<file path="config.mk">
export PLATFORM = sky130hd
export DESIGN_NAME = pmc_ctrl_regs
export DESIGN_NICKNAME = d
export VERILOG_FILES = /design/src/design/pmc_field_reg.v /design/src/design/pmc_ctrl_regs.v
export VERILOG_INCLUDE_DIRS = /design/src /design/src/inc
export SDC_FILE = /design/constraint.sdc
export NUM_CORES = 1
export LEC_CHECK = 0
export ABC_AREA = 1
export BUFFER_PORTS_ARGS = -buffer_cell sky130_fd_sc_hd__buf_2
export CORE_MARGIN = 2
export CORE_UTILIZATION = 35
export CTS_BUF_LIST = sky130_fd_sc_hd__clkbuf_8
export DETAILED_ROUTE_END_ITERATION = 10
export PLACE_DENSITY_LB_ADDON = 0.1
export SYNTH_ARGS = -nofsm -noshare
export SYNTH_HDL_FRONTEND = slang
export SYNTH_SLANG_ARGS = --single-unit
</file>
<file path="constraint.sdc">
create_clock -name CLK_SYS_IN -period 1.2 [get_ports CLK_SYS_IN]
set_input_delay 0.24 -clock CLK_SYS_IN [delete_from_list [all_inputs] [get_ports CLK_SYS_IN]]
set_output_delay 0.24 -clock CLK_SYS_IN [all_outputs]
set_load 0.02 [all_outputs]
</file>
<file path="src/inc/pmc_map.vh">
// register map constants for the modulator control register bank
`ifndef PMC_MAP_VH
`define PMC_MAP_VH
`define PMC_ADDR_W 7
`define PMC_DATA_W 16
`define PMC_OFF_MOD_Q 7'h33
`define PMC_OFF_DET_PUMP 7'h40
`define PMC_OFF_DITHER_A 7'h42
`define PMC_OFF_DITHER_SEED 7'h43
`define PMC_OFF_OSC_BAND 7'h45
`define PMC_OFF_OSC_TUNE 7'h49
`define PMC_RST_MOD_Q 16'h0000
`define PMC_RST_DET_PUMP 16'h0010
`define PMC_RST_DITHER_A 16'h000E
`define PMC_RST_DITHER_SEED 16'h0000
`define PMC_RST_OSC_BAND 16'h0000
`define PMC_RST_OSC_TUNE 16'h16BD
`define PMC_MASK_MOD_Q 16'h00FF
`define PMC_MASK_DET_PUMP 16'h007F
`define PMC_MASK_DITHER_A 16'h000F
`define PMC_MASK_DITHER_SEED 16'hFFFF
`define PMC_MASK_OSC_BAND 16'h03FF
`define PMC_MASK_OSC_TUNE 16'h3FFF
`define PMC_PUMP_NORMAL 3'h4
`define PMC_PUMP_TRISTATE 3'h3
`endif

</file>
<file path="src/design/pmc_field_reg.v">
// one masked read/write control register with reset value
`timescale 1ns/10ps
module pmc_field_reg #(
  parameter WIDTH = 16,
  parameter [WIDTH-1:0] RESET_VALUE = {WIDTH{1'b0}},
  parameter [WIDTH-1:0] WRITE_MASK = {WIDTH{1'b1}}
) (
  input wire clk_in,
  input wire rst_n_in,
  input wire wr_en_in,
  input wire [WIDTH-1:0] wr_data_in,
  output reg [WIDTH-1:0] value_out
);
  // unlisted bits stay zero and ignore writes
  always @(posedge clk_in) begin
    if (!rst_n_in) begin
      value_out <= RESET_VALUE & WRITE_MASK;
    end else if (wr_en_in) begin
      value_out <= wr_data_in & WRITE_MASK;
    end
  end
endmodule // pmc_field_reg

</file>
<file path="src/design/pmc_ctrl_regs.v">
// control register bank for detector, pump, dither and oscillator band
// What this block does
// - q carrier null: sign-magnitude 8 bits, 5 uA steps
// - detector pump register at 0x40, reset 0x0010
// - pump override 3 bits, reset normal 100
// - two edge select bits choose detector edges
// - antibacklash delay 2 bits, default zero delay
// - dither register 0x42, reset 0x000E, three fields
// - dither seed word 0x43, 16 bits, reset zero
// - tune source 2 bits, 00 is calibration
// - band source selects calibration or manual band
// - oscillator band register 0x45 resets to zero
`timescale 1ns/10ps
`include "pmc_map.vh"
module pmc_ctrl_regs (
  input wire CLK_SYS_IN,
  input wire RST_N_IN,
  input wire WR_EN_IN,
  input wire [`PMC_ADDR_W-1:0] ADDR_IN,
  input wire [`PMC_DATA_W-1:0] WR_DATA_IN,
  output reg [`PMC_DATA_W-1:0] RD_DATA_OUT,
  output reg RD_HIT_OUT,
  input wire [6:0] CAL_BAND_IN,
  output reg [7:0] Q_CARRIER_NULL_OFFSET_OUT,
  output reg Q_NULL_NEGATIVE_OUT,
  output reg [6:0] Q_NULL_MAGNITUDE_OUT,
  output reg [1:0] ANTIBACKLASH_DELAY_OUT,
  output reg [2:0] PUMP_OVERRIDE_OUT,
  output reg PUMP_UP_OUT,
  output reg PUMP_DOWN_OUT,
  output reg PUMP_TRISTATE_OUT,
  output reg DIVIDER_RISING_OUT,
  output reg REFERENCE_RISING_OUT,
  output reg DITHER_ON_OUT,
  output reg [1:0] DITHER_MAGNITUDE_OUT,
  output reg DITHER_SEED_BIT_OUT,
  output reg [15:0] DITHER_SEED_OUT,
  output reg [1:0] TUNE_SOURCE_OUT,
  output reg TUNE_FROM_CAL_OUT,
  output reg BAND_SOURCE_OUT,
  output reg [6:0] OSC_BAND_OUT,
  output reg [4:0] TUNING_SET_HIGH_OUT,
  output reg [8:0] TUNING_SET_LOW_OUT
);
  // ==========================================================
  // register storage
  wire [`PMC_DATA_W-1:0] mod_q;
  wire [`PMC_DATA_W-1:0] det_pump;
  wire [`PMC_DATA_W-1:0] dither_a;
  wire [`PMC_DATA_W-1:0] dither_seed_word;
  wire [`PMC_DATA_W-1:0] osc_band;
  wire [`PMC_DATA_W-1:0] osc_tune;
  reg [6:0] cal_band_meta;
  reg [6:0] cal_band_sync;

  pmc_field_reg #(.WIDTH(`PMC_DATA_W), .RESET_VALUE(`PMC_RST_MOD_Q),
    .WRITE_MASK(`PMC_MASK_MOD_Q)) u_mod_q (
    .clk_in(CLK_SYS_IN), .rst_n_in(RST_N_IN),
    .wr_en_in(WR_EN_IN && ADDR_IN == `PMC_OFF_MOD_Q),
    .wr_data_in(WR_DATA_IN), .value_out(mod_q));
  pmc_field_reg #(.WIDTH(`PMC_DATA_W), .RESET_VALUE(`PMC_RST_DET_PUMP),
    .WRITE_MASK(`PMC_MASK_DET_PUMP)) u_det_pump (
    .clk_in(CLK_SYS_IN), .rst_n_in(RST_N_IN),
    .wr_en_in(WR_EN_IN && ADDR_IN == `PMC_OFF_DET_PUMP),
    .wr_data_in(WR_DATA_IN), .value_out(det_pump));
  pmc_field_reg #(.WIDTH(`PMC_DATA_W), .RESET_VALUE(`PMC_RST_DITHER_A),
    .WRITE_MASK(`PMC_MASK_DITHER_A)) u_dither_a (
    .clk_in(CLK_SYS_IN), .rst_n_in(RST_N_IN),
    .wr_en_in(WR_EN_IN && ADDR_IN == `PMC_OFF_DITHER_A),
    .wr_data_in(WR_DATA_IN), .value_out(dither_a));
  pmc_field_reg #(.WIDTH(`PMC_DATA_W), .RESET_VALUE(`PMC_RST_DITHER_SEED),
    .WRITE_MASK(`PMC_MASK_DITHER_SEED)) u_dither_seed (
    .clk_in(CLK_SYS_IN), .rst_n_in(RST_N_IN),
    .wr_en_in(WR_EN_IN && ADDR_IN == `PMC_OFF_DITHER_SEED),
    .wr_data_in(WR_DATA_IN), .value_out(dither_seed_word));
  pmc_field_reg #(.WIDTH(`PMC_DATA_W), .RESET_VALUE(`PMC_RST_OSC_BAND),
    .WRITE_MASK(`PMC_MASK_OSC_BAND)) u_osc_band (
    .clk_in(CLK_SYS_IN), .rst_n_in(RST_N_IN),
    .wr_en_in(WR_EN_IN && ADDR_IN == `PMC_OFF_OSC_BAND),
    .wr_data_in(WR_DATA_IN), .value_out(osc_band));
  pmc_field_reg #(.WIDTH(`PMC_DATA_W), .RESET_VALUE(`PMC_RST_OSC_TUNE),
    .WRITE_MASK(`PMC_MASK_OSC_TUNE)) u_osc_tune (
    .clk_in(CLK_SYS_IN), .rst_n_in(RST_N_IN),
    .wr_en_in(WR_EN_IN && ADDR_IN == `PMC_OFF_OSC_TUNE),
    .wr_data_in(WR_DATA_IN), .value_out(osc_tune));

  // ==========================================================
  // calibration band from analog side, two-stage synchroniser
  always @(posedge CLK_SYS_IN) begin
    if (!RST_N_IN) begin
      cal_band_meta <= 7'h00;
      cal_band_sync <= 7'h00;
    end else begin
      cal_band_meta <= CAL_BAND_IN;
      cal_band_sync <= cal_band_meta;
    end
  end

  // ==========================================================
  // readback, registered, unmapped reads zero
  reg [`PMC_DATA_W-1:0] next_rd_data;
  reg next_rd_hit;
  always @* begin
    next_rd_hit = 1'b1;
    case (ADDR_IN)
      `PMC_OFF_MOD_Q: next_rd_data = mod_q;
      `PMC_OFF_DET_PUMP: next_rd_data = det_pump;
      `PMC_OFF_DITHER_A: next_rd_data = dither_a;
      `PMC_OFF_DITHER_SEED: next_rd_data = dither_seed_word;
      `PMC_OFF_OSC_BAND: next_rd_data = osc_band;
      `PMC_OFF_OSC_TUNE: next_rd_data = osc_tune;
      default: begin
        next_rd_data = 16'h0000;
        next_rd_hit = 1'b0;
      end
    endcase
  end

  // ==========================================================
  // decoded field outputs, registered
  always @(posedge CLK_SYS_IN) begin
    if (!RST_N_IN) begin
      RD_DATA_OUT <= 16'h0000;
      RD_HIT_OUT <= 1'b0;
      Q_CARRIER_NULL_OFFSET_OUT <= 8'h00;
      Q_NULL_NEGATIVE_OUT <= 1'b0;
      Q_NULL_MAGNITUDE_OUT <= 7'h00;
      ANTIBACKLASH_DELAY_OUT <= 2'h0;
      PUMP_OVERRIDE_OUT <= `PMC_PUMP_NORMAL;
      PUMP_UP_OUT <= 1'b0;
      PUMP_DOWN_OUT <= 1'b0;
      PUMP_TRISTATE_OUT <= 1'b0;
      DIVIDER_RISING_OUT <= 1'b0;
      REFERENCE_RISING_OUT <= 1'b0;
      DITHER_ON_OUT <= 1'b1;
      DITHER_MAGNITUDE_OUT <= 2'h3;
      DITHER_SEED_BIT_OUT <= 1'b0;
      DITHER_SEED_OUT <= 16'h0000;
      TUNE_SOURCE_OUT <= 2'h0;
      TUNE_FROM_CAL_OUT <= 1'b1;
      BAND_SOURCE_OUT <= 1'b0;
      OSC_BAND_OUT <= 7'h00;
      TUNING_SET_HIGH_OUT <= 5'h0B;
      TUNING_SET_LOW_OUT <= 9'h0BD;
    end else begin
      RD_DATA_OUT <= next_rd_data;
      RD_HIT_OUT <= next_rd_hit;
      Q_CARRIER_NULL_OFFSET_OUT <= mod_q[7:0];
      // top-bit-only code is zero offset, not negative zero
      Q_NULL_NEGATIVE_OUT <= mod_q[7] && (mod_q[6:0] != 7'h00);
      Q_NULL_MAGNITUDE_OUT <= mod_q[6:0];
      ANTIBACKLASH_DELAY_OUT <= det_pump[6:5];
      PUMP_OVERRIDE_OUT <= det_pump[4:2];
      case (det_pump[4:2])
        3'h0: begin
          PUMP_UP_OUT <= 1'b1;
          PUMP_DOWN_OUT <= 1'b1;
          PUMP_TRISTATE_OUT <= 1'b0;
        end
        3'h1: begin
          PUMP_UP_OUT <= 1'b0;
          PUMP_DOWN_OUT <= 1'b1;
          PUMP_TRISTATE_OUT <= 1'b0;
        end
        3'h2: begin
          PUMP_UP_OUT <= 1'b1;
          PUMP_DOWN_OUT <= 1'b0;
          PUMP_TRISTATE_OUT <= 1'b0;
        end
        `PMC_PUMP_TRISTATE: begin
          PUMP_UP_OUT <= 1'b0;
          PUMP_DOWN_OUT <= 1'b0;
          PUMP_TRISTATE_OUT <= 1'b1;
        end
        default: begin
          // detector-driven: no forcing
          PUMP_UP_OUT <= 1'b0;
          PUMP_DOWN_OUT <= 1'b0;
          PUMP_TRISTATE_OUT <= 1'b0;
        end
      endcase
      DIVIDER_RISING_OUT <= det_pump[1];
      REFERENCE_RISING_OUT <= det_pump[0];
      DITHER_ON_OUT <= dither_a[3];
      DITHER_MAGNITUDE_OUT <= dither_a[2:1];
      DITHER_SEED_BIT_OUT <= dither_a[0];
      DITHER_SEED_OUT <= dither_seed_word;
      TUNE_SOURCE_OUT <= osc_band[9:8];
      TUNE_FROM_CAL_OUT <= (osc_band[9:8] == 2'h0);
      BAND_SOURCE_OUT <= osc_band[7];
      OSC_BAND_OUT <= osc_band[7] ? osc_band[6:0] : cal_band_sync;
      TUNING_SET_HIGH_OUT <= osc_tune[13:9];
      TUNING_SET_LOW_OUT <= osc_tune[8:0];
    end
  end
endmodule // pmc_ctrl_regs

</file>
==> key figures <==
Global route
  – Pin count of the biggest net entering global routing: 36
  – Total track usage: about 18%
  – First-pass GRT wire length: between 20,000 and 25,000 um
  – Initial antenna violation count: 1
  – Global route overflow: 0
  – Vias in the first global route: ~4,200

STA
  – Top achievable clock speed: approximately 840 MHz
  – Worst-Margin Slew: ~350 ps
  – Max transition margin: roughly 77%
  – Period utilization: a little over nine tenths
  – Clk_skew: between 10 and 15 ps
  – Setup tns final: 0 ps
  – Final Critical Period: roughly 1200 ps
  – RSZ-0062 raised after global routing: true
  – Setup Viol. Count Final: 0
  – Fin. max-slew vios: 0
  – Hold Slack: between 40 and 50 ps
  – Final Hold Viols: 0

Logic synthesis
  – Yosys cell types: 29
  – Synth Cell Area: 5470 um2
  – Syn_area_per_cell: between 8 and 9 um2
  – Post-synthesis sequential area ratio: 56.3%
  – Synth Instances: 670
  – Post-synthesis register bit count: 154
  – Syn. warnings: 0
  – Syn Nets: between 700 and 800

Setup path
  – Worst reg2reg setup slack: between 200 and 300 ps
  – Crit path max-delay family: flip-flops
  – CP endpoint kind: output port
  – Critical Path AT: 940 ps
  – Worst EP required: around 960 ps
  – Reg2reg end: Q_NULL_NEGATIVE_OUT
  – Worst setup SP type: register
  – Worst Path Max Fanout: 1
  – CP max stage delay: 360 ps
  – Cell Chain, Critical Path: buf_6
  – Critical R2R Launch: u_mod_q.value_out[0]
  – Buf+Inv Stages, Crit Path: 1
  – Reg2Reg Depth: 2
  – Critical path class: reg -> out
  – Crit-path slowest cell: dfxtp_2

Layout
  – Layout cells sized above 1: 31.7%
  – Final core occ: 48.0%
  – Most frequent cells in the layout: nand2_1 (171), dfxtp_1 (118), inv_1 (87)
  – Area growth from synthesis to layout: 33.8%
  – Final Cell Area: 7320 um2
  – Fill count: 1,529
  – Most common cell after layout, fill and taps aside: nand2_1
  – Nets: between 800 and 900

Min path
  – Hold crit path type: in -> reg
  – Hold Crit Endpoint: u_osc_tune.value_out[10]
  – Min-Delay Path Depth: 3
  – Worst hold start: WR_DATA_IN[10]

Power
  – Pwr Density: roughly 1300 nW/um2
  – Pleak: 3.54 nW
  – Peak supply drop: about 760 uV

Detailed routing
  – Detailed Route Iter0 Violations: 266
  – DR vias/cell: between 4 and 5
  – Antenna Nets Post-Route: 0
  – Vias: 4,631
  – Residual DRC count: 0
  – Pre-antenna DRT Iters: 6
  – Avg WL per Cell: ~14 um
  – WL final: 14,300 um

CTS
  – Num CTS Buffers: 17
  – CTS tree: done
  – Worst-path clk slew: roughly 90 ps
  – Later-pin clock latency in the skew report: roughly 460 ps
  – Postcts setup bufs: 0
  – CTS max path bufs: 2
  – Clock Root Buffer: clkbuf_8
  – # clock sinks: about 150
  – H-tree levels: 4

Die
  – Die area: 16,700 um2
  – Core ar.: about 15,000 um2
  – Cell Rows: 45
  – Io pins: 121
  – Die Wd: between 100 and 150 um
  – Starting Density: a little over a third
  – Die height: around 130 um

Outcome
  – Status: finished, final reports clean

Place
  – Hpwl dp: 10,300 um
  – Area post-placement: roughly 6500 um2
  – GPL Wtd Cong: between 0.8 and 0.9
  – Buffers on Ports: 120

Run
  – Max-cap check violation count: 0
==> report_power, final <==
part	switching, mW	internal (mW)
sequential	0.0151	5.15
combinational	0.281	0.169
clock	1.98	1.82
total	2.27	7.14
==> what timing repair did <==
action	CTS	global route
resized for setup	50	98
hold buffers	7	0
endpoints found under the hold margin	7	0
setup endpoints to repair	32	67
==> layout make-up <==
cell class,count,area (um2),share of cell area [%]
Clock inverter,12,114,1.55
Antenna cell,1,2.50,0.0342
Clock buffer,20,275,3.76
Sequential cell,154,3130,42.7
Inverter,88,330,4.51
Tap cell,211,264,3.60
Timing Repair Buffer,167,1370,18.7
Multi-Input combinational cell,393,1840,25.1
==> kinds of logic after synthesis <==
kind of cell	share of synthesized area, %
DFF	56.3
AOI/OAI and AO/OA	9.33
buffers and inverters	10.1
and+or+nand+nor	24.3
==> flip-flops by register name, indices dropped and copies added, names as in the netlist, 8 cells and up <==
| register | flops |
|---|---|
| TUNING_SET_LOW_OUT | 9 |
| DITHER_SEED_OUT | 16 |
| u_osc_tune.value_out | 14 |
| u_mod_q.value_out | 8 |
| Q_CARRIER_NULL_OFFSET_OUT | 8 |
| u_dither_seed.value_out | 16 |
| u_osc_band.value_out | 10 |
| RD_DATA_OUT | 16 |
==> per-stage QoR <==
stage | setup WS, ps | instances | power [mW]
2_1_floorplan | 44.9 | 670 | 5.48
3_3_place_gp | -303 | 1006 | 5.70
3_5_place_dp | -306 | 1006 | 5.70
4_1_cts | -16.1 | 1045 | 9.53
5_1_grt | -30.8 | 1045 | 9.79
6_report | 15.3 | 1046 | 9.41
==> how the worst max path moves through the flow <==
stage	depth (start not counted)	end	slack, ps	start
after global placement	10	RD_DATA_OUT[2]	-300	ADDR_IN[4]
after global routing	1	Q_NULL_MAGNITUDE_OUT[6]	-30	Q_CARRIER_NULL_OFFSET_OUT[6]
after CTS	1	Q_CARRIER_NULL_OFFSET_OUT[5]	-20	Q_CARRIER_NULL_OFFSET_OUT[5]
final	1	RD_DATA_OUT[6]	20	RD_DATA_OUT[6]
after floorplan	7	u_dither_seed.value_out[13]	40	ADDR_IN[3]
after detailed placement	10	RD_DATA_OUT[2]	-310	ADDR_IN[4]
==> cells in the mapped netlist <==
cell type / number / area share [%]
nand2_1: 171 / 12
a21oi_2: 3 / 0.48
or2_2: 8 / 0.91
inv_1: 86 / 5.9
a21oi_1: 56 / 5.1
buf_4: 9 / 1.2
nor2_4: 5 / 1.0
nor2_8: 1 / 0.37
nand3_2: 1 / 0.18
inv_2: 2 / 0.14
o21ai_0: 33 / 3.0
nand2_4: 4 / 0.82
nor3_1: 2 / 0.18
nor4_1: 1 / 0.11
nor3_4: 1 / 0.30
nor2_2: 5 / 0.57
buf_1: 2 / 0.14
buf_6: 7 / 1.4
o211ai_2: 1 / 0.23
buf_2: 2 / 0.18
nand3_1: 47 / 4.3
o211ai_1: 2 / 0.27
dfxtp_1: 154 / 56
clkbuf_1: 15 / 1.0
o22ai_1: 1 / 0.11
nand2_2: 6 / 0.69
o21ai_1: 1 / 0.091
nor2_1: 43 / 2.9
nand3b_1: 1 / 0.14
==> worst min-delay path, stage by stage <==
cell	delay [ps]
buf_2	90
a21oi_1	60
o21ai_0	70
==> per-layer routing <==
metal  global-route usage [%]  up-vias  routed length [um]
li1                         -     2375                   -
met1                     24.2     2110                6920
met2                     27.0      130                6470
met3                     4.71       16                 722
met4                     6.14        0                 215
met5                        0        -                   0
Power figures use the tool's default switching activity.
